==> config.mk <==
export PLATFORM = sky130hd
export DESIGN_NAME = mprf_regfile
export DESIGN_NICKNAME = d
export VERILOG_FILES = /design/src/rtl/mprf_pkg.sv /design/src/rtl/mprf_port_ctrl.sv /design/src/rtl/mprf_lane_route.sv /design/src/rtl/mprf_regfile.sv
export VERILOG_INCLUDE_DIRS = /design/src /design/src/rtl
export SDC_FILE = /design/constraint.sdc
export NUM_CORES = 1
export LEC_CHECK = 0
export BUFFER_PORTS_ARGS = -buffer_cell sky130_fd_sc_hd__buf_2
export CAP_MARGIN = 20
export CORE_ASPECT_RATIO = 1.25
export CORE_UTILIZATION = 53
export CTS_BUF_LIST = sky130_fd_sc_hd__clkbuf_8
export CTS_CLUSTER_SIZE = 30
export DETAILED_ROUTE_END_ITERATION = 16
export PLACE_DENSITY = 0.95
export SYNTH_ARGS = -nofsm -noshare
export SYNTH_HDL_FRONTEND = slang
export SYNTH_SLANG_ARGS = --single-unit
==> constraint.sdc <==
create_clock -name sys_clk_i -period 3.77 [get_ports sys_clk_i]
set_clock_uncertainty 0.1 [all_clocks]
set_input_delay 0.377 -clock sys_clk_i [delete_from_list [all_inputs] [get_ports sys_clk_i]]
set_output_delay 0.377 -clock sys_clk_i [all_outputs]
set_load 0.02 [all_outputs]
==> src/rtl/mprf_params.svh <==
// Purpose: offsets, field positions, reset values for the phy register file
// Assumes: included by bare name from rtl files
// Notes: definitions only
`ifndef MPRF_PARAMS_SVH
`define MPRF_PARAMS_SVH

// management register addresses inside one phy
`define MPRF_RA_BCTL 5'h00
`define MPRF_RA_BSTAT 5'h01
`define MPRF_RA_ID_HI 5'h02
`define MPRF_RA_ID_LO 5'h03
`define MPRF_RA_ADV 5'h04
`define MPRF_RA_PARTNER 5'h05
`define MPRF_RA_CABLE 5'h1d
`define MPRF_RA_SPECIAL 5'h1f

// switch-side register numbers
`define MPRF_SW_GCTL13 8'h0f
`define MPRF_SW_P1_CTL_A 8'h1c
`define MPRF_SW_P1_CTL_B 8'h1d
`define MPRF_SW_P1_CTL_C 8'h1f
`define MPRF_SW_P2_CTL_A 8'h2c
`define MPRF_SW_P2_CTL_B 8'h2d
`define MPRF_SW_P2_CTL_C 8'h2f

// basic control bit positions
`define MPRF_BC_LOOP 14
`define MPRF_BC_F100 13
`define MPRF_BC_AN 12
`define MPRF_BC_PWD 11
`define MPRF_BC_RESTART 9
`define MPRF_BC_FDX 8
`define MPRF_BC_ALGO 5
`define MPRF_BC_FMDI 4
`define MPRF_BC_NOMDIX 3

// control register a bits (speed/duplex/an/advertise)
`define MPRF_A_AN 7
`define MPRF_A_F100 6
`define MPRF_A_FDX 5
`define MPRF_A_PAUSE 4
// control register b bits
`define MPRF_B_LOOP 0
`define MPRF_B_FMDI 1
`define MPRF_B_NOMDIX 2
`define MPRF_B_PWD 3
`define MPRF_B_RESTART 5
// control register c bits
`define MPRF_C_ALGO 7

// advertisement layout
`define MPRF_ADV_PAUSE 10
`define MPRF_ADV_SEL 5'h01

// reset values and the base field position in the global control
`define MPRF_RST_CTL_A 8'h9f
`define MPRF_RST_CTL_B 8'h00
`define MPRF_RST_ALGO 1'b1
`define MPRF_RST_PHYAD 5'h01
`define MPRF_GCTL_LSB 3

`endif

==> src/rtl/mprf_pkg.sv <==
// Purpose: shared types of the phy register file
// Assumes: nothing
// Notes: numeric constants live in mprf_params.svh
package mprf_pkg;
    typedef logic [15:0] mprf_word_t;
    typedef logic [7:0] mprf_byte_t;
    typedef logic [4:0] mprf_addr_t;
    typedef logic [3:0] mprf_nib_t;
endpackage

==> src/rtl/mprf_port_ctrl.sv <==
// Purpose: control bits of one phy port, written from two access paths
// Assumes: at most one path writes in a cycle; mgmt wins if both do
// Notes: both paths see the same flip-flops, so they never disagree
`timescale 1ns/100ps
`include "mprf_params.svh"
module mprf_port_ctrl
    import mprf_pkg::*;
(
    // clock and reset
    input wire logic sys_clk_i,
    input wire logic srst_i,
    // management path writes
    input wire logic bctl_we_i,
    input wire logic adv_we_i,
    input wire mprf_word_t mgmt_wdata_i,
    // switch register path writes
    input wire logic sw_we_a_i,
    input wire logic sw_we_b_i,
    input wire logic sw_we_c_i,
    input wire mprf_byte_t sw_wdata_i,
    // stored state
    output mprf_byte_t ctl_a_o,
    output mprf_byte_t ctl_b_o,
    output logic algo_o,
    output logic restart_pulse_o
);
    mprf_byte_t ctl_a_ff;
    mprf_byte_t ctl_b_ff;
    logic algo_ff;
    logic restart_ff;
    mprf_byte_t nxt_ctl_a;
    mprf_byte_t nxt_ctl_b;
    logic nxt_algo;
    wire mprf_byte_t bctl_a;
    wire mprf_byte_t adv_a;
    wire mprf_byte_t bctl_b;
    wire logic restart_hit;

    // basic control word folded onto register a, bits 4:0 kept
    assign bctl_a = {mgmt_wdata_i[`MPRF_BC_AN], mgmt_wdata_i[`MPRF_BC_F100],
                     mgmt_wdata_i[`MPRF_BC_FDX], ctl_a_ff[4:0]};
    // advertisement word folded onto register a, bits 7:5 kept
    assign adv_a = {ctl_a_ff[7:5], mgmt_wdata_i[`MPRF_ADV_PAUSE], mgmt_wdata_i[8:5]};
    // basic control word folded onto register b; bits 4,6,7 are switch-only
    assign bctl_b = {ctl_b_ff[7:6], mgmt_wdata_i[`MPRF_BC_RESTART], ctl_b_ff[4],
                     mgmt_wdata_i[`MPRF_BC_PWD], mgmt_wdata_i[`MPRF_BC_NOMDIX],
                     mgmt_wdata_i[`MPRF_BC_FMDI], mgmt_wdata_i[`MPRF_BC_LOOP]};

    // write selection, mgmt path first
    assign nxt_ctl_a = bctl_we_i ? bctl_a : adv_we_i ? adv_a : sw_we_a_i ? sw_wdata_i
                     : ctl_a_ff;
    assign nxt_ctl_b = bctl_we_i ? bctl_b : sw_we_b_i ? sw_wdata_i : ctl_b_ff;
    assign nxt_algo = bctl_we_i ? mgmt_wdata_i[`MPRF_BC_ALGO]
                    : sw_we_c_i ? sw_wdata_i[`MPRF_C_ALGO] : algo_ff;
    // a restart is a written one, whichever path wrote it
    assign restart_hit = (bctl_we_i & mgmt_wdata_i[`MPRF_BC_RESTART])
                       | (~bctl_we_i & sw_we_b_i & sw_wdata_i[`MPRF_B_RESTART]);

    // control storage with documented reset values
    always_ff @(posedge sys_clk_i) begin
        if (srst_i) begin
            ctl_a_ff <= `MPRF_RST_CTL_A;
            ctl_b_ff <= `MPRF_RST_CTL_B;
            algo_ff <= `MPRF_RST_ALGO;
            restart_ff <= 1'b0;
        end else begin
            ctl_a_ff <= nxt_ctl_a;
            ctl_b_ff <= nxt_ctl_b;
            algo_ff <= nxt_algo;
            restart_ff <= restart_hit;
        end
    end

    assign ctl_a_o = ctl_a_ff;
    assign ctl_b_o = ctl_b_ff;
    assign algo_o = algo_ff;
    assign restart_pulse_o = restart_ff;
endmodule // mprf_port_ctrl

==> src/rtl/mprf_lane_route.sv <==
// Purpose: line pair steering for far-end loopback and forced mdi
// Assumes: 4-bit symbol lanes per port, port p at bits 4p+3:4p
// Notes: outputs registered, one cycle of latency on every path
`timescale 1ns/100ps
`include "mprf_params.svh"
module mprf_lane_route
    import mprf_pkg::*;
(
    // clock and reset
    input wire logic sys_clk_i,
    input wire logic srst_i,
    // per-port controls
    input wire logic [1:0] far_loop_i,
    input wire logic [1:0] force_mdi_i,
    // symbol lanes
    input wire logic [7:0] mac_tx_data_i,
    input wire logic [7:0] line_receive_pair_i,
    output logic [7:0] line_transmit_pair_o,
    output logic [7:0] line_receive_pair_o,
    output logic [1:0] line_receive_pair_oe_n_o
);
    logic [7:0] tx_pair_ff;
    logic [7:0] rx_pair_ff;
    logic [1:0] oe_n_ff;

    genvar p;
    generate
        for (p = 0; p < 2; p = p + 1) begin : g_port
            wire mprf_nib_t sym;
            // the other phy looping sends this port's own receive back out
            assign sym = far_loop_i[1-p] ? line_receive_pair_i[4*p+3:4*p]
                       : mac_tx_data_i[4*p+3:4*p];
            // forced mdi moves the transmitter onto the receive pins
            always_ff @(posedge sys_clk_i) begin
                if (srst_i) begin
                    tx_pair_ff[4*p+3:4*p] <= 4'h0;
                    rx_pair_ff[4*p+3:4*p] <= 4'h0;
                    oe_n_ff[p] <= 1'b1;
                end else begin
                    tx_pair_ff[4*p+3:4*p] <= force_mdi_i[p] ? 4'h0 : sym;
                    rx_pair_ff[4*p+3:4*p] <= force_mdi_i[p] ? sym : 4'h0;
                    oe_n_ff[p] <= ~force_mdi_i[p];
                end
            end
        end
    endgenerate

    assign line_transmit_pair_o = tx_pair_ff;
    assign line_receive_pair_o = rx_pair_ff;
    assign line_receive_pair_oe_n_o = oe_n_ff;
endmodule // mprf_lane_route

==> src/rtl/mprf_regfile.sv <==
// Purpose: management register file of the two integrated phys
// Assumes: management frames already deserialised into one-cycle requests
// Notes: switch register path reaches the aliased control bits
`timescale 1ns/100ps
`include "mprf_params.svh"
module mprf_regfile
    import mprf_pkg::*;
#(
    parameter mprf_word_t ID_HIGH = 16'h5a5a, // arbitrary identifier value
    parameter mprf_word_t ID_LOW = 16'ha5a0 // arbitrary identifier value
) (
    // clock and reset
    input wire logic sys_clk_i,
    input wire logic srst_i,
    // management access
    input wire logic mgmt_req_i,
    input wire logic mgmt_wr_i,
    input wire mprf_addr_t mgmt_phyad_i,
    input wire mprf_addr_t mgmt_regad_i,
    input wire mprf_word_t mgmt_wdata_i,
    output logic mgmt_ack_o,
    output logic mgmt_hit_o,
    output mprf_word_t mgmt_rdata_o,
    // switch register access
    input wire logic sw_req_i,
    input wire logic sw_wr_i,
    input wire mprf_byte_t sw_addr_i,
    input wire mprf_byte_t sw_wdata_i,
    output logic sw_ack_o,
    output mprf_byte_t sw_rdata_o,
    // phy state shown through read-only registers
    input wire mprf_word_t phy1_status_i,
    input wire mprf_word_t phy2_status_i,
    input wire mprf_word_t phy1_partner_i,
    input wire mprf_word_t phy2_partner_i,
    input wire mprf_word_t phy1_special_i,
    input wire mprf_word_t phy2_special_i,
    input wire mprf_word_t cable_status_i,
    // writes forwarded to the special and cable registers
    output logic ext_wr_o,
    output logic ext_wr_phy_o,
    output mprf_addr_t ext_wr_regad_o,
    output mprf_word_t ext_wr_data_o,
    // per-port phy controls, bit 0 is phy one
    output logic [1:0] autoneg_on_o,
    output logic [1:0] force_100_o,
    output logic [1:0] force_full_o,
    output logic [1:0] power_down_o,
    output logic [1:0] renegotiate_request_o,
    output logic [1:0] crossover_algorithm_select_o,
    output logic [1:0] force_mdi_o,
    output logic [1:0] mdix_disable_o,
    output logic [1:0] far_loop_o,
    // symbol lanes
    input wire logic [7:0] mac_tx_data_i,
    input wire logic [7:0] line_receive_pair_i,
    output logic [7:0] line_transmit_pair_o,
    output logic [7:0] line_receive_pair_o,
    output logic [1:0] line_receive_pair_oe_n_o
);
    // basic control word assembled from the aliased control bytes
    function automatic mprf_word_t bctl_word(input mprf_byte_t a, input mprf_byte_t b,
                                             input logic algo);
        mprf_word_t w;
        w = 16'h0000;
        w[`MPRF_BC_LOOP] = b[`MPRF_B_LOOP];
        w[`MPRF_BC_F100] = a[`MPRF_A_F100];
        w[`MPRF_BC_AN] = a[`MPRF_A_AN];
        w[`MPRF_BC_PWD] = b[`MPRF_B_PWD];
        w[`MPRF_BC_RESTART] = b[`MPRF_B_RESTART];
        w[`MPRF_BC_FDX] = a[`MPRF_A_FDX];
        w[`MPRF_BC_ALGO] = algo;
        w[`MPRF_BC_FMDI] = b[`MPRF_B_FMDI];
        w[`MPRF_BC_NOMDIX] = b[`MPRF_B_NOMDIX];
        return w;
    endfunction

    // advertisement word, selector fixed to the 802.3 code
    function automatic mprf_word_t adv_word(input mprf_byte_t a);
        mprf_word_t w;
        w = 16'h0000;
        w[`MPRF_ADV_PAUSE] = a[`MPRF_A_PAUSE];
        w[8:5] = a[3:0];
        w[4:0] = `MPRF_ADV_SEL;
        return w;
    endfunction

    logic [4:0] phyad_base_ff;
    logic mgmt_ack_ff;
    logic mgmt_hit_ff;
    mprf_word_t mgmt_rdata_ff;
    logic sw_ack_ff;
    mprf_byte_t sw_rdata_ff;
    logic ext_wr_ff;
    logic ext_wr_phy_ff;
    mprf_addr_t ext_wr_regad_ff;
    mprf_word_t ext_wr_data_ff;
    mprf_word_t nxt_mgmt_rdata;
    mprf_byte_t nxt_sw_rdata;

    wire mprf_addr_t phyad_second;
    wire logic sel_p1;
    wire logic sel_p2;
    wire logic mgmt_hit;
    wire logic mgmt_we;
    wire logic reg_known;
    wire logic ext_target;
    wire logic [1:0] bctl_we;
    wire logic [1:0] adv_we;
    wire logic [1:0] sw_we_a;
    wire logic [1:0] sw_we_b;
    wire logic [1:0] sw_we_c;
    wire logic sw_we_gctl;
    mprf_byte_t ctl_a [2];
    mprf_byte_t ctl_b [2];
    logic [1:0] algo;
    wire mprf_word_t bctl_rd [2];
    mprf_word_t status_rd [2];
    mprf_word_t partner_rd [2];
    mprf_word_t special_rd [2];

    // address match against the programmed base, second phy sits one above
    assign phyad_second = mprf_addr_t'(phyad_base_ff + 5'h01);
    assign sel_p1 = (mgmt_phyad_i == phyad_base_ff);
    assign sel_p2 = (mgmt_phyad_i == phyad_second) & ~sel_p1;
    assign mgmt_hit = sel_p1 | sel_p2;
    assign mgmt_we = mgmt_req_i & mgmt_wr_i & mgmt_hit;

    // supported register set; 0x1d only behind the second phy
    assign reg_known = (mgmt_regad_i <= `MPRF_RA_PARTNER)
                     | (mgmt_regad_i == `MPRF_RA_SPECIAL)
                     | (sel_p2 & (mgmt_regad_i == `MPRF_RA_CABLE));
    assign ext_target = reg_known & ((mgmt_regad_i == `MPRF_RA_SPECIAL)
                                   | (mgmt_regad_i == `MPRF_RA_CABLE));

    // per-port write strobes from both paths; other addresses get no control strobe here
    assign bctl_we = {2{mgmt_we & (mgmt_regad_i == `MPRF_RA_BCTL)}} & {sel_p2, sel_p1};
    assign adv_we = {2{mgmt_we & (mgmt_regad_i == `MPRF_RA_ADV)}} & {sel_p2, sel_p1};
    assign sw_we_a = {2{sw_req_i & sw_wr_i}} & {sw_addr_i == `MPRF_SW_P2_CTL_A,
                                                 sw_addr_i == `MPRF_SW_P1_CTL_A};
    assign sw_we_b = {2{sw_req_i & sw_wr_i}} & {sw_addr_i == `MPRF_SW_P2_CTL_B,
                                                 sw_addr_i == `MPRF_SW_P1_CTL_B};
    assign sw_we_c = {2{sw_req_i & sw_wr_i}} & {sw_addr_i == `MPRF_SW_P2_CTL_C,
                                                 sw_addr_i == `MPRF_SW_P1_CTL_C};
    assign sw_we_gctl = sw_req_i & sw_wr_i & (sw_addr_i == `MPRF_SW_GCTL13);

    assign status_rd[0] = phy1_status_i;
    assign status_rd[1] = phy2_status_i;
    assign partner_rd[0] = phy1_partner_i;
    assign partner_rd[1] = phy2_partner_i;
    assign special_rd[0] = phy1_special_i;
    assign special_rd[1] = phy2_special_i;

    // one control store per phy, shared by both access paths
    genvar p;
    generate
        for (p = 0; p < 2; p = p + 1) begin : g_phy
            mprf_port_ctrl u_ctrl (
                .sys_clk_i(sys_clk_i),
                .srst_i(srst_i),
                .bctl_we_i(bctl_we[p]),
                .adv_we_i(adv_we[p]),
                .mgmt_wdata_i(mgmt_wdata_i),
                .sw_we_a_i(sw_we_a[p]),
                .sw_we_b_i(sw_we_b[p]),
                .sw_we_c_i(sw_we_c[p]),
                .sw_wdata_i(sw_wdata_i),
                .ctl_a_o(ctl_a[p]),
                .ctl_b_o(ctl_b[p]),
                .algo_o(algo[p]),
                .restart_pulse_o(renegotiate_request_o[p])
            );
            assign bctl_rd[p] = bctl_word(ctl_a[p], ctl_b[p], algo[p]);
            // control bits straight from the shared store
            assign autoneg_on_o[p] = ctl_a[p][`MPRF_A_AN];
            assign force_100_o[p] = ctl_a[p][`MPRF_A_F100];
            assign force_full_o[p] = ctl_a[p][`MPRF_A_FDX];
            assign power_down_o[p] = ctl_b[p][`MPRF_B_PWD];
            assign crossover_algorithm_select_o[p] = algo[p];
            assign force_mdi_o[p] = ctl_b[p][`MPRF_B_FMDI];
            assign mdix_disable_o[p] = ctl_b[p][`MPRF_B_NOMDIX];
            assign far_loop_o[p] = ctl_b[p][`MPRF_B_LOOP];
        end
    endgenerate

    // management read selection; index 1 means the second phy
    always_comb begin
        nxt_mgmt_rdata = 16'h0000;
        if (mgmt_hit && reg_known) begin
            case (mgmt_regad_i)
                `MPRF_RA_BCTL: nxt_mgmt_rdata = bctl_rd[sel_p2];
                `MPRF_RA_BSTAT: nxt_mgmt_rdata = status_rd[sel_p2];
                `MPRF_RA_ID_HI: nxt_mgmt_rdata = ID_HIGH;
                `MPRF_RA_ID_LO: nxt_mgmt_rdata = ID_LOW;
                `MPRF_RA_ADV: nxt_mgmt_rdata = adv_word(ctl_a[sel_p2]);
                `MPRF_RA_PARTNER: nxt_mgmt_rdata = partner_rd[sel_p2];
                `MPRF_RA_CABLE: nxt_mgmt_rdata = cable_status_i;
                `MPRF_RA_SPECIAL: nxt_mgmt_rdata = special_rd[sel_p2];
                default: nxt_mgmt_rdata = 16'h0000;
            endcase
        end
    end

    // switch-side read selection, unknown numbers read zero
    always_comb begin
        nxt_sw_rdata = 8'h00;
        case (sw_addr_i)
            `MPRF_SW_GCTL13: nxt_sw_rdata = {phyad_base_ff, 3'h0};
            `MPRF_SW_P1_CTL_A: nxt_sw_rdata = ctl_a[0];
            `MPRF_SW_P1_CTL_B: nxt_sw_rdata = ctl_b[0];
            `MPRF_SW_P1_CTL_C: nxt_sw_rdata = {algo[0], 7'h00};
            `MPRF_SW_P2_CTL_A: nxt_sw_rdata = ctl_a[1];
            `MPRF_SW_P2_CTL_B: nxt_sw_rdata = ctl_b[1];
            `MPRF_SW_P2_CTL_C: nxt_sw_rdata = {algo[1], 7'h00};
            default: nxt_sw_rdata = 8'h00;
        endcase
    end

    // phy address base; reset value places the phys at 1 and 2
    always_ff @(posedge sys_clk_i) begin
        if (srst_i) begin
            phyad_base_ff <= `MPRF_RST_PHYAD;
        end else if (sw_we_gctl) begin
            phyad_base_ff <= sw_wdata_i[7:`MPRF_GCTL_LSB];
        end
    end

    // management answer one cycle after the request, even for a miss
    always_ff @(posedge sys_clk_i) begin
        if (srst_i) begin
            mgmt_ack_ff <= 1'b0;
            mgmt_hit_ff <= 1'b0;
            mgmt_rdata_ff <= 16'h0000;
        end else begin
            mgmt_ack_ff <= mgmt_req_i;
            mgmt_hit_ff <= mgmt_req_i & mgmt_hit;
            mgmt_rdata_ff <= mgmt_req_i ? nxt_mgmt_rdata : mgmt_rdata_ff;
        end
    end

    // switch answer one cycle after the request
    always_ff @(posedge sys_clk_i) begin
        if (srst_i) begin
            sw_ack_ff <= 1'b0;
            sw_rdata_ff <= 8'h00;
        end else begin
            sw_ack_ff <= sw_req_i;
            sw_rdata_ff <= sw_req_i ? nxt_sw_rdata : sw_rdata_ff;
        end
    end

    // special and cable registers live outside; pass their writes on
    always_ff @(posedge sys_clk_i) begin
        if (srst_i) begin
            ext_wr_ff <= 1'b0;
            ext_wr_phy_ff <= 1'b0;
            ext_wr_regad_ff <= 5'h00;
            ext_wr_data_ff <= 16'h0000;
        end else begin
            ext_wr_ff <= mgmt_we & ext_target;
            if (mgmt_we && ext_target) begin
                ext_wr_phy_ff <= sel_p2;
                ext_wr_regad_ff <= mgmt_regad_i;
                ext_wr_data_ff <= mgmt_wdata_i;
            end
        end
    end

    // loopback and forced mdi steering of the line pairs
    mprf_lane_route u_route (
        .sys_clk_i(sys_clk_i),
        .srst_i(srst_i),
        .far_loop_i(far_loop_o),
        .force_mdi_i(force_mdi_o),
        .mac_tx_data_i(mac_tx_data_i),
        .line_receive_pair_i(line_receive_pair_i),
        .line_transmit_pair_o(line_transmit_pair_o),
        .line_receive_pair_o(line_receive_pair_o),
        .line_receive_pair_oe_n_o(line_receive_pair_oe_n_o)
    );

    assign mgmt_ack_o = mgmt_ack_ff;
    assign mgmt_hit_o = mgmt_hit_ff;
    assign mgmt_rdata_o = mgmt_rdata_ff;
    assign sw_ack_o = sw_ack_ff;
    assign sw_rdata_o = sw_rdata_ff;
    assign ext_wr_o = ext_wr_ff;
    assign ext_wr_phy_o = ext_wr_phy_ff;
    assign ext_wr_regad_o = ext_wr_regad_ff;
    assign ext_wr_data_o = ext_wr_data_ff;
endmodule // mprf_regfile

==> After elaboration in Yosys (flattened, before gate mapping) <==
Cells that the tools add are included.
{ "totals": {"reg_bits": 109, "input_bits": 176, "output_inout_bits": 86, "wordCells": 138} }
{ "op_classes": {"addsub": 1, "n_lt_le_gt_ge": 2, "n_eq_ne": 18, "muxes": 34, "n_bitwise": 34, "n_reduce_logical": 21} }
{ "op_table": {"columns": ["cell", "count"], "rows": [
  ["$mux W16", 12],
  ["$pmux W16 S8", 1],
  ["$pmux W8 S7", 1],
  ["$mux W8", 6],
  ["$eq A8 B5 Y1 const B", 3],
  ["$eq A8 B6 Y1 const B", 3],
  ["$mux W6", 4],
  ["$and A1 B1 Y1", 17],
  ["$reduce_bool A2 Y1", 8],
  ["$mux W15", 1],
  ["$mux W5", 3],
  ["$reduce_and A2 Y1", 6],
  ["$and A2 B2 Y2", 5],
  ["$eq A5 B2 Y1 const B", 2],
  ["$eq A5 B3 Y1 const B", 2],
  ["$eq A5 B5 Y1", 2],
  ["$eq A5 B5 Y1 const B", 2],
  ["$eq A8 B4 Y1 const B", 1],
  ["$mux W4", 2],
  ["$reduce_or A2 Y1", 4],
  ["$or A1 B1 Y1", 6],
  ["$add A5 B1 Y5 const B", 1],
  ["$eq A5 B1 Y1 const B", 1],
  ["$le A5 B3 Y1 const B", 1],
  ["other kinds (7)", 16]
]} }

==> Depth between registers and ports, before layout <==
Gate-level depths: netlist of run 1.
{ "logic_depth": {"depth_word": 11, "depth_mapped": 9} }

==> Cells and area by module <==
From an unflattened synthesis of run 1, not the netlist that was laid out.
{ "hier_totals": {"cells_unflattened": 648, "area_unflattened_um2": 5833.1} }
{ "by_module_without_submodules": {"columns": ["module", "instances", "cells_each", "area_each_um2", "seq_area_each_um2"], "rows": [
  ["mprf_regfile", 1, 443, 3597.2, 1101.1],
  ["mprf_port_ctrl", 2, 79, 832.0, 360.3],
  ["mprf_lane_route", 1, 47, 571.8, 360.3]
]} }

==> Worst setup path after synthesis of run 1 <==
OpenSTA, ideal clock, no wires.
{ "synth_path": {"path_type": "register to register", "from": "reg phyad_base_ff[0]", "to": "reg mgmt_rdata_ff[1], in the netlist mgmt_rdata_o[1]", "setup_time_ps": 134, "arrival_time_ps": 2033, "t_required_ps": 3536, "slack_ps": 1503, "path_stages_with_launch": 9, "n_path_buf": 1, "period_less_slack_ps": 2267, "cell_sequence": "dfxtp_1 ha_1 nand3_1 a211oi_4 o211ai_2 buf_4 a221o_1 a221oi_1 a211oi_1"} }
{ "synth_via": {"elab_chain_cells": 9} }
{ "synth_rtl": {"columns": ["item", "line", "source"], "rows": [
  ["start: declaration", "mprf_regfile.sv:88", "logic [4:0] phyad_base_ff;"],
  ["start signal: assignment", "mprf_regfile.sv:222", "phyad_base_ff <= `MPRF_RST_PHYAD;"],
  ["start signal: assignment", "mprf_regfile.sv:224", "phyad_base_ff <= sw_wdata_i[7:`MPRF_GCTL_LSB];"],
  ["$add A5 B1 Y5 / $eq A5 B5 Y1 (equally long branches)", "mprf_regfile.sv:123, mprf_regfile.sv:124", null],
  ["$eq A5 B5 Y1 / $not A1 Y1 (equally long branches)", "mprf_regfile.sv:125", "assign sel_p2 = (mgmt_phyad_i == phyad_second) & ~sel_p1;"],
  ["$and A1 B1 Y1", "mprf_regfile.sv:125", null],
  ["$not A1 Y2 (implied by the code)", "mprf_regfile.sv:192, mprf_regfile.sv:196, mprf_regfile.sv:198", null],
  ["$mux W16, on equally long branches (3 in a row)", "mprf_regfile.sv:198, mprf_regfile.sv:192, mprf_regfile.sv:196", null],
  ["$pmux W16 S8", "mprf_regfile.sv:190", "case (mgmt_regad_i)"],
  ["$mux W16 (*)", "mprf_regfile.sv:189", "if (mgmt_hit && reg_known) begin"],
  ["end signal: assignment", "mprf_regfile.sv:237", "mgmt_rdata_ff <= mgmt_req_i ? nxt_mgmt_rdata : mgmt_rdata_ff;"],
  ["end: declaration", "mprf_regfile.sv:91", "mprf_word_t mgmt_rdata_ff;"]
]} }
Every way passes the cells marked *; elsewhere a longest branch is shown, timed or not. The select of a mux whose other input is x is not followed.
A chain may end at the register's enable or synchronous reset.

==> Worst setup path in the final report of run 1 <==
{ "layout_path": {"from": "reg phyad_base_ff[0]", "to": "reg mgmt_rdata_ff[8], in the netlist mgmt_rdata_o[8]"} }
{ "layout_via": {"elab_chain_cells": 9} }
{ "layout_rtl": {"columns": ["item", "line", "source"], "rows": [
  ["$add A5 B1 Y5 / $eq A5 B5 Y1 (equally long branches)", "mprf_regfile.sv:123, mprf_regfile.sv:124", null],
  ["$eq A5 B5 Y1 / $not A1 Y1 (equally long branches)", "mprf_regfile.sv:125", null],
  ["$and A1 B1 Y1", "mprf_regfile.sv:125", null],
  ["$not A1 Y2 (implied by the code)", null, null],
  ["$mux W16 (implied by the code) (tied with other cells) (3 in a row)", "mprf_regfile.sv:198", "`MPRF_RA_SPECIAL: nxt_mgmt_rdata = special_rd[sel_p2];"],
  ["$pmux W16 S8", "mprf_regfile.sv:190", null],
  ["$mux W16 (*)", "mprf_regfile.sv:189", null]
]} }
Marks and branches as above.

==> flow_summary.toml, run 1 <==
[placed_design]
dp_hpwl_um = 15300
placed_cells = 997
pre_cts_slack_ns = 0.917
place_congestion = 0.977
io_buffers = 261

[routing]
firstDrtPassIters = 6
ant_nets = 0
routed_wl_um = 20200
drtIter0Drc = 537
routedWlPerCell_um = 19.9
viasPerCell = 6.16
vias = 6265
drc = 0

[min_path]
worstHoldPathType = "primary input to flip-flop"
worstHoldPathCells = 3

[timing]
fin_tns_setup_ns = 0
fmax_mhz = 344
hold_viol_final = 0
tightest_slew_ns = 1.16
min_period_over_period_pct = 77.0
period_minus_slack_ns = 2.90
fin_ws_ns = 0.866
setup_violations = 0
relSlewSlack_pct = 21.9
holdWs_ns = 0.132
grt_setup_unrepaired = "no"
final_max_slew_viol_count = 0

[setup_path]
reg2regPathDepth = 7
required_ns = 3.88
cp.arrival_ns = 3.01
path_class = "flip-flop to flip-flop"
end_kind = "flip-flop"
startpoint_type = "flip-flop"
reg2reg_slack_ns = 0.87
cp_max_fo = 20

[floorplan]
die_w_um = 96.0
ios = 262
die_height_um = 119
die-area_mm2 = 0.0115
core-area_mm2 = 0.0107
initial_utilization_pct = 54.9
placementRows = 42

[synth]
synth_fp_nets = 840
postSynthCellCount = 663
yosysWarnings = 0
ys_ff_latch = 109
syn_area_mm2 = 0.00585
async_flop_share_pct = 0
synthDistinctLibCells = 65
avgSynthCellArea_um2 = 8.83
seq_area_frac_synth_pct = 37.3
synth_ff_type = "dfxtp_1"
synth_edf_count = 0

[clock_tree]
cts_buffers = 9
clk_pin_slew_ns = 0.11
post_cts_resized = 0
cts.path.max_buffers = 2
clk_latency_ns = 0.38
hold_buffers = 0
tritoncts = "yes"
cts_htree_levels = 3
clock-root-buffer = "clkbuf_8"
post-cts-setup-buffers = 0
cts.sinks = 109

[power]
internal_power_mw = 1.55
power_frac_clock_pct = 32.7
p_switching_uw = 554
p_seq_share_pct = 55.2
p_comb_share_pct = 12.1
power_mw = 2.10
p_leak_nw = 3.30
irDropWorstVdd_mv = 0.238
sw_frac_of_total_pct = 26.4
power_density_mw_per_mm2 = 288

[final_layout]
final_common_cell = "buf_2"
drive_gt1_share_pct = 36.5
layout.cells.non_filler = 1017
final_cell_mix = "260 x buf_2, 109 x dfxtp_1, 62 x nor2_1"
nets = 1055
area_growth_pct = 24.7

[global_route]
grt_max_degree = 90
grt_pass1_vias = 5872
grt_antenna_before_repair = 5
track_usage_pct = 35.2
globalRouteOverflowTotal = 0
grt_pass1_wl_um = 30500

[flow_run]
drv_cap = 0

[status]
outcome = "finished clean"
## per-layer routing
metal / GRT usage (%) / vias to the layer above / part of all wire (%)
met3: 10.1 / 105 / 11
met4: 24.0 / 4 / 6.4
met1: 40.7 / 2833 / 36
met5: 0 / - / 0.15
met2: 55.1 / 428 / 46
li1: - / 2895 / -
## cells by family (layout without fill, tap and decap cells)
family	Yosys count	count (layout)	synth area share (%)
AOI/OAI and AO/OA	174	174	23.2
adders and majority gates	1	1	0.214
muxes	71	71	12.5
xor gates and xnor gates	8	8	1.33
and+or+nand+nor	221	221	18.8
DFF	109	109	37.3
other	0	2	0
buffers and inverters	79	299	6.71
## cells in the mapped netlist, types with 2 or more instances
| cell | instances | area, um2 |
|---|---|---|
| mux2_2 | 11 | 124 |
| a21oi_1 | 24 | 120 |
| nor2_1 | 62 | 233 |
| a211oi_2 | 4 | 50.1 |
| dfxtp_1 | 109 | 2180 |
| a211oi_1 | 20 | 150 |
| xnor2_1 | 3 | 26.3 |
| xor2_1 | 4 | 35.0 |
| a221oi_1 | 18 | 158 |
| and3_1 | 4 | 25.0 |
| and2_1 | 5 | 31.3 |
| o211ai_1 | 2 | 15.0 |
| nand2_1 | 61 | 229 |
| mux2i_1 | 59 | 591 |
| a31oi_1 | 6 | 37.5 |
| a21oi_2 | 4 | 35.0 |
| nand3_1 | 33 | 165 |
| a221o_1 | 9 | 90.1 |
| nor4_4 | 2 | 42.5 |
| nor3b_1 | 3 | 22.5 |
| clkinv_1 | 2 | 7.51 |
| buf_4 | 22 | 165 |
| nor2b_1 | 11 | 68.8 |
| nor3_1 | 21 | 105 |
| buf_1 | 2 | 7.51 |
| or4b_1 | 2 | 20.0 |
| buf_2 | 10 | 50.1 |
| a22oi_1 | 59 | 443 |
| a2111oi_0 | 2 | 17.5 |
| and4_1 | 2 | 17.5 |
| inv_1 | 9 | 33.8 |
| clkbuf_1 | 33 | 124 |
| o21ai_0 | 6 | 30.0 |
| nor4_2 | 2 | 25.0 |
| or3_1 | 2 | 12.5 |
| a222oi_1 | 5 | 50.1 |
| o22ai_1 | 2 | 12.5 |
## final timing paths
path,startpoint,to
hold reg to reg,ext_wr_regad_o[2]$_SDFFE_PP0P_,ext_wr_regad_o[2]$_SDFFE_PP0P_
hold / removal,mgmt_wdata_i[2],ext_wr_data_o[2]$_SDFFE_PP0P_
setup reg to reg,phyad_base_ff[0]$_SDFFE_PP1P_,mgmt_rdata_o[8]$_SDFFE_PP0P_
setup / recovery,phyad_base_ff[0]$_SDFFE_PP1P_,mgmt_rdata_o[8]$_SDFFE_PP0P_
## critical path, stage by stage (launching register included)
cell and delay, ns:
dfxtp_1 0.45, ha_1 0.25, nand3_1 0.14, a211oi_4 0.38, o211a_1 0.74, a21oi_1 0.08
a2111oi_0 0.45, a221oi_1 0.14
## metrics by stage
step	utilization [%]	cell area, um2
3_3_place_gp	66.1	7060
5_1_grt	68.4	7300
6_report	68.4	7300
3_5_place_dp	66.1	7060
4_1_cts	67.9	7240
2_1_floorplan	-	5850
## sequential cells by signal (all words and copies together), names as in the netlist, 5 cells and up
register                      count
u_route.line_receive_pair_o       8
mgmt_rdata_o                     16
ext_wr_regad_o                    5
u_route.line_transmit_pair_o      8
ext_wr_data_o                    16
g_phy.u_ctrl.ctl_b_o             16
sw_rdata_o                        8
phyad_base_ff                     5
g_phy.u_ctrl.ctl_a_o             16
## power by group through the flow
stage                     registers (mW)  logic [mW]  clock network [mW]
after floorplan                     1.19       0.100                   0
after global placement              1.19       0.244                   0
after detailed placement            1.19       0.246                   0
after CTS                           1.16       0.248               0.689
after global routing                1.16       0.273               0.731
final                               1.16       0.255               0.685
## layout make-up
class | count | area, um2
repair buffers | 272 | 1430
clock inverters | 5 | 33.8
fillers | 908 | 3370
flip-flops and latches | 109 | 2180
diodes | 2 | 5.00
well taps | 132 | 165
inverters | 11 | 41.3
clock buffers | 11 | 151
multi-input cells | 475 | 3290
No activity file was read; power rests on OpenSTA's default activity.
==> run 2, diff against run 1 <==
--- a/config.mk
+++ b/config.mk
@@ -9,11 +9,11 @@
 export BUFFER_PORTS_ARGS = -buffer_cell sky130_fd_sc_hd__buf_2
 export CAP_MARGIN = 20
 export CORE_ASPECT_RATIO = 1.25
-export CORE_UTILIZATION = 53
+export CORE_UTILIZATION = 44
 export CTS_BUF_LIST = sky130_fd_sc_hd__clkbuf_8
 export CTS_CLUSTER_SIZE = 30
 export DETAILED_ROUTE_END_ITERATION = 16
-export PLACE_DENSITY = 0.95
+export PLACE_DENSITY = 0.84
 export SYNTH_ARGS = -nofsm -noshare
 export SYNTH_HDL_FRONTEND = slang
 export SYNTH_SLANG_ARGS = --single-unit
==> constraint.sdc (replaced) <==
create_clock -name sys_clk_i -period 2.4 [get_ports sys_clk_i]
set_clock_uncertainty 0.1 [all_clocks]
set_input_delay 0.24 -clock sys_clk_i [delete_from_list [all_inputs] [get_ports sys_clk_i]]
set_output_delay 0.24 -clock sys_clk_i [all_outputs]
set_load 0.02 [all_outputs]
==> run 2 against run 1 <==
Core utilization fell by 7.9 points. Register-to-register slack got worse by 0.90 ns. Largest cell class unchanged. The run now ends with setup timing left. Combinational power rose by 72%. Fmax rose by 19%. Via count rose by 2.0%. Sequential power rose by 57%. Final cell count rose by 8.1%.
==> flow_summary.toml, run 2 (synthesis results as in run 1) <==
[clock_tree]
clock-root-buffer = "clkbuf_8"
tritoncts = "yes"
cts.path.max_buffers = 2
post-cts-setup-buffers = 0
clk_latency_ns = 0.40
cts_htree_levels = 3
cts.sinks = 109
cts_buffers = 9
clk_pin_slew_ns = 0.12

[setup_path]
end_kind = "flip-flop"
reg2reg_slack_ns = -0.03
cp.arrival_ns = 2.61
required_ns = 2.58
reg2regPathDepth = 6
cp_cell_sequence = "xor2_2 -> o311a_1 -> o211a_1 -> a21oi_4 -> mux2i_1 -> nor2_1"
crit_slowest_cell = "a21oi_4"
startpoint_type = "flip-flop"
rr_startpoint = "phyad_base_ff[4]$_SDFFE_PP0P_"
path_buf_inv = 0
cp_max_fo = 22
max_stage_delay_ns = 0.75
reg2reg_to = "ext_wr_data_o[13]$_SDFFE_PP0P_"
path_class = "flip-flop to flip-flop"
crit_family = "compound AO/OA/AOI/OAI gates"

[routing]
routed_wl_um = 21900
top_layer_used = "met4"
viasPerCell = 5.81
drtIter0Drc = 648
drc = 0
met3_length_um = 1850
routedWlPerCell_um = 20.0
wl_met2_um = 10400
ant_nets = 0
vias = 6390
wl_met1_um = 8650
firstDrtPassIters = 5

[timing]
setup_violations = 16
relSlewSlack_pct = 37.0
grt_setup_unrepaired = "yes"
fin_ws_ns = -0.0337
hold_viol_final = 0
final_max_slew_viol_count = 0
fmax_mhz = 411
min_period_over_period_pct = 101
tightest_slew_ns = 0.942
fin_tns_setup_ns = -0.353
period_minus_slack_ns = 2.43

[min_path]
holdPathEnd = "u_route.line_receive_pair_o[7]$_SDFF_PP0_"
worstHoldPathType = "primary input to flip-flop"
worstHoldPathCells = 3
hold_start = "mac_tx_data_i[7]"

[global_route]
grt_max_degree = 32
grt_antenna_before_repair = 3
grt_pass1_wl_um = 32700
grt_pass1_vias = 6115
globalRouteOverflowTotal = 0
track_usage_pct = 31.3

[placed_design]
io_buffers = 261
place_congestion = 0.992
dp_hpwl_um = 16800
placed_cells = 1067

[power]
p_leak_nw = 3.52
power_mw = 3.52
power_density_mw_per_mm2 = 454
irDropWorstVdd_mv = 0.346

[floorplan]
die_height_um = 131
die_w_um = 105
placementRows = 46
ios = 262
initial_utilization_pct = 45.6
core-area_mm2 = 0.0128
die-area_mm2 = 0.0138

[final_layout]
nets = 1098
final_common_cell = "buf_2"
final_cell_mix = "260 x buf_2, 105 x dfxtp_1, 62 x nor2_1"
area_growth_pct = 32.7
layout.cells.non_filler = 1099
n_fill_cell = 1150
drive_gt1_share_pct = 39.1

[flow_run]
drv_cap = 0

[status]
violations = "setup timing"
outcome = "complete, but fails checks"
==> run 2: cell count changes in the layout (fill, tap and decap cells not counted), moves of 2 or more <==
cell / previous run / this run
dfxtp_1: 109 / 105
buf_4: 10 / 41
inv_8: 0 / 3
buf_16: 2 / 0
clkbuf_8: 11 / 9
dfxtp_2: 0 / 4
dlygate4sd3_1: 0 / 11
buf_12: 0 / 3
diode_2: 2 / 5
==> run 2: worst max-delay path by stage <==
stage | start | endpoint | slack, ns | cells past startpoint
floorplan | phyad_base_ff[0]$_SDFFE_PP1P_ | mgmt_rdata_o[1]$_SDFFE_PP0P_ | 0.13 | 8
global placement | phyad_base_ff[0]$_SDFFE_PP1P_ | ext_wr_data_o[7]$_SDFFE_PP0P_ | -0.02 | 7
detailed placement | phyad_base_ff[0]$_SDFFE_PP1P_ | ext_wr_data_o[3]$_SDFFE_PP0P_ | -0.10 | 7
CTS | phyad_base_ff[0]$_SDFFE_PP1P_ | ext_wr_data_o[13]$_SDFFE_PP0P_ | -0.04 | 7
global route | phyad_base_ff[4]$_SDFFE_PP0P_ | ext_wr_data_o[11]$_SDFFE_PP0P_ | -0.16 | 6
finish | phyad_base_ff[4]$_SDFFE_PP0P_ | ext_wr_data_o[13]$_SDFFE_PP0P_ | -0.03 | 6
==> run 2: power by group <==
group | internal [mW] | switching [mW]
clock network | 0.522 | 0.744
registers | 1.82 | 0.00305
logic | 0.200 | 0.238
==> run 2: final cells by class <==
type	count	area, um2	share of cell area (%)
diodes	5	12.5	0.161
clock buffers	9	124	1.59
clock inverters	7	97.6	1.26
inverters	11	41.3	0.531
multi-input cells	475	3320	42.7
flip-flops and latches	109	2190	28.2
well taps	168	210	2.71
repair buffers	315	1780	22.9
==> run 2: stage by stage <==
stage / util [%] / worst slack, ns / hold WS [ns] / area, um2
detailed placement: 57.7 / -0.102 / 0.343 / 7400
finish: 60.5 / -0.0337 / 0.00497 / 7770
global route: 60.4 / -0.159 / 0.00275 / 7760
floorplan: - / 0.133 / 0.268 / 5850
CTS: 60.4 / -0.0391 / 0.00154 / 7750
global placement: 57.7 / -0.0237 / 0.338 / 7400
==> run 2: worst register-to-register path: stages, from the launching register on <==
cell and delay, ns:
dfxtp_2 0.35, xor2_2 0.17, o311a_1 0.35, o211a_1 0.26, a21oi_4 0.75, mux2i_1 0.29
nor2_1 0.05
==> run 2: repair_timing <==
action	CTS	global route
resized for setup	5	2
hold buffers	11	0
setup endpoints to repair	17	26
pin swaps	1	1
endpoints found under the hold margin	8	0
==> run 2: routing by layer <==
metal | track usage [%] | vias to the layer above
li1 | - | 2974
met1 | 36.6 | 2992
met2 | 53.3 | 355
met3 | 7.09 | 69
met4 | 18.1 | 0
met5 | 0 | -
==> run 3, diff against run 2 <==
--- a/config.mk
+++ b/config.mk
@@ -13,7 +13,9 @@
 export CTS_BUF_LIST = sky130_fd_sc_hd__clkbuf_8
 export CTS_CLUSTER_SIZE = 30
 export DETAILED_ROUTE_END_ITERATION = 16
+export GPL_ROUTABILITY_DRIVEN = 0
 export PLACE_DENSITY = 0.84
 export SYNTH_ARGS = -nofsm -noshare
 export SYNTH_HDL_FRONTEND = slang
 export SYNTH_SLANG_ARGS = --single-unit
+export TNS_END_PERCENT = 20
==> run 3 against run 2 <==
Via count up 2.7%. Count of clock-buffer cells in the layout did not move. The run still ends with setup timing left. Register-to-register slack about the same. Combinational power is 2% higher. Highest routed layer is now met5. Core utilization is 0.59 points higher. Die area unchanged. Critical path depth increased by 2. Hold slack gained 0.016 ns. Wire length increased by 4.2%.
==> flow_summary.toml, run 3 (synthesis results as in run 1) <==
[routing]
firstDrtPassIters = 8
viasPerCell = 5.96
drc = 0
vias = 6563
routed_wl_um = 22900
ant_nets = 0
drtIter0Drc = 835
routedWlPerCell_um = 20.7

[floorplan]
die_w_um = 105
initial_utilization_pct = 45.6
die-area_mm2 = 0.0138
die_height_um = 131
core-area_mm2 = 0.0128
ios = 262
placementRows = 46

[clock_tree]
clock-root-buffer = "clkbuf_8"
clk_latency_ns = 0.39
clk_pin_slew_ns = 0.12
tritoncts = "yes"
cts.sinks = 109
cts.path.max_buffers = 2
cts_htree_levels = 3
cts_buffers = 9

[placed_design]
io_buffers = 261
dp_hpwl_um = 16500
dpl-instance-area_mm2 = 0.00741

[setup_path]
reg2regPathDepth = 8
path_class = "flip-flop to flip-flop"
startpoint_type = "flip-flop"
cp.arrival_ns = 2.58
end_kind = "flip-flop"
rr_startpoint = "phyad_base_ff[1]$_SDFFE_PP0P_"
reg2reg_slack_ns = -0.02
reg2reg_to = "mgmt_rdata_o[5]$_SDFFE_PP0P_"
cp_max_fo = 19
required_ns = 2.55

[timing]
holdWs_ns = 0.0211
final_max_slew_viol_count = 0
grt_setup_unrepaired = "yes"
period_minus_slack_ns = 2.42
min_period_over_period_pct = 101
setup_violations = 1
hold_viol_final = 0
fmax_mhz = 413
fin_tns_setup_ns = -0.0240
tightest_slew_ns = 0.641
fin_ws_ns = -0.0240
relSlewSlack_pct = 57.0

[min_path]
holdPathEnd = "u_route.line_receive_pair_o[7]$_SDFF_PP0_"
worstHoldPathType = "primary input to flip-flop"
worstHoldPathCells = 3
hold_start = "line_receive_pair_i[7]"

[final_layout]
fin_area_mm2 = 0.00785
final_common_cell = "buf_2"
drive_gt1_share_pct = 39.1
nets = 1104
regArea_mm2 = 0.00219
n_fill_cell = 1143
final_cell_mix = "260 x buf_2, 105 x dfxtp_1, 62 x nor2_1"
multi_input_area_mm2 = 0.00333
area_growth_pct = 34.0

[global_route]
globalRouteOverflowTotal = 0
grt_pass1_vias = 6111
met1_usage_pct = 36.3
busiest_layer = "met2"
grt_pass1_wl_um = 33300
grt_max_degree = 90
grt_use_met2_pct = 54.8
track_usage_pct = 31.7
grt_antenna_before_repair = 3
grt_util_met3_pct = 7.29

[flow_run]
drv_cap = 0

[power]
irDropWorstVdd_mv = 0.265
power_density_mw_per_mm2 = 439
p_leak_nw = 3.53
power_mw = 3.45

[status]
outcome = "complete, but fails checks"
violations = "setup timing"
[run 3: worst max-delay path by stage]
stage,from,to,slack [ns],cells past startpoint
final,phyad_base_ff[1]$_SDFFE_PP0P_,mgmt_rdata_o[5]$_SDFFE_PP0P_,-0.02,8
after global routing,phyad_base_ff[1]$_SDFFE_PP0P_,mgmt_rdata_o[8]$_SDFFE_PP0P_,-0.11,8
after CTS,phyad_base_ff[1]$_SDFFE_PP0P_,ext_wr_data_o[15]$_SDFFE_PP0P_,-0.07,7
after detailed placement,phyad_base_ff[1]$_SDFFE_PP0P_,ext_wr_data_o[15]$_SDFFE_PP0P_,-0.11,7
after global placement,phyad_base_ff[0]$_SDFFE_PP1P_,ext_wr_data_o[7]$_SDFFE_PP0P_,-0.03,7
after floorplan,phyad_base_ff[0]$_SDFFE_PP1P_,mgmt_rdata_o[1]$_SDFFE_PP0P_,0.13,8
[run 3: report_power, final]
part	switching (mW)	internal [mW]	total [mW]
clock network	0.753	0.425	1.18
registers	0.00321	1.82	1.82
logic	0.241	0.206	0.447
[run 3: repair_timing]
| item | CTS | global route |
|---|---|---|
| hold buffers | 15 | 0 |
| endpoints found under the setup margin | 24 | 33 |
| pin swaps | 2 | 0 |
| cloned | 0 | 1 |
| hold endpoints to repair | 11 | 0 |
| gates resized for setup | 5 | 5 |
| buffers inserted | 0 | 1 |
[run 3: worst max-delay path, cell delays in order (launching register included)]
cell       delay, ns
dfxtp_2         0.36
ha_4            0.25
xor2_1          0.17
a211oi_4        0.19
o211a_2         0.36
buf_6           0.25
a21oi_1         0.07
a2111oi_0       0.39
a221oi_1        0.14
[run 3: layout make-up]
type | instances | share of cell area (%)
multi-input cells | 476 | 42.5
flip-flops and latches | 109 | 27.9
repair buffers | 320 | 23.7
well taps | 168 | 2.68
clock buffers | 9 | 1.58
clock inverters | 7 | 1.13
inverters | 11 | 0.526
diodes | 2 | 0.0638
[run 3: metrics by stage]
| stage | utilization (%) | cells | worst slack (ns) |
|---|---|---|---|
| global placement | 57.8 | 1067 | -0.0338 |
| floorplan | - | 663 | 0.133 |
| detailed placement | 57.8 | 1067 | -0.112 |
| global route | 61.1 | 1100 | -0.110 |
| finish | 61.1 | 1102 | -0.0240 |
| CTS | 60.7 | 1098 | -0.0727 |
[run 3: routing by layer]
metal,wire [um],share of wire (%)
met4,1160,5.1
met2,10900,48
met5,18,0.079
met1,8610,38
met3,2140,9.4
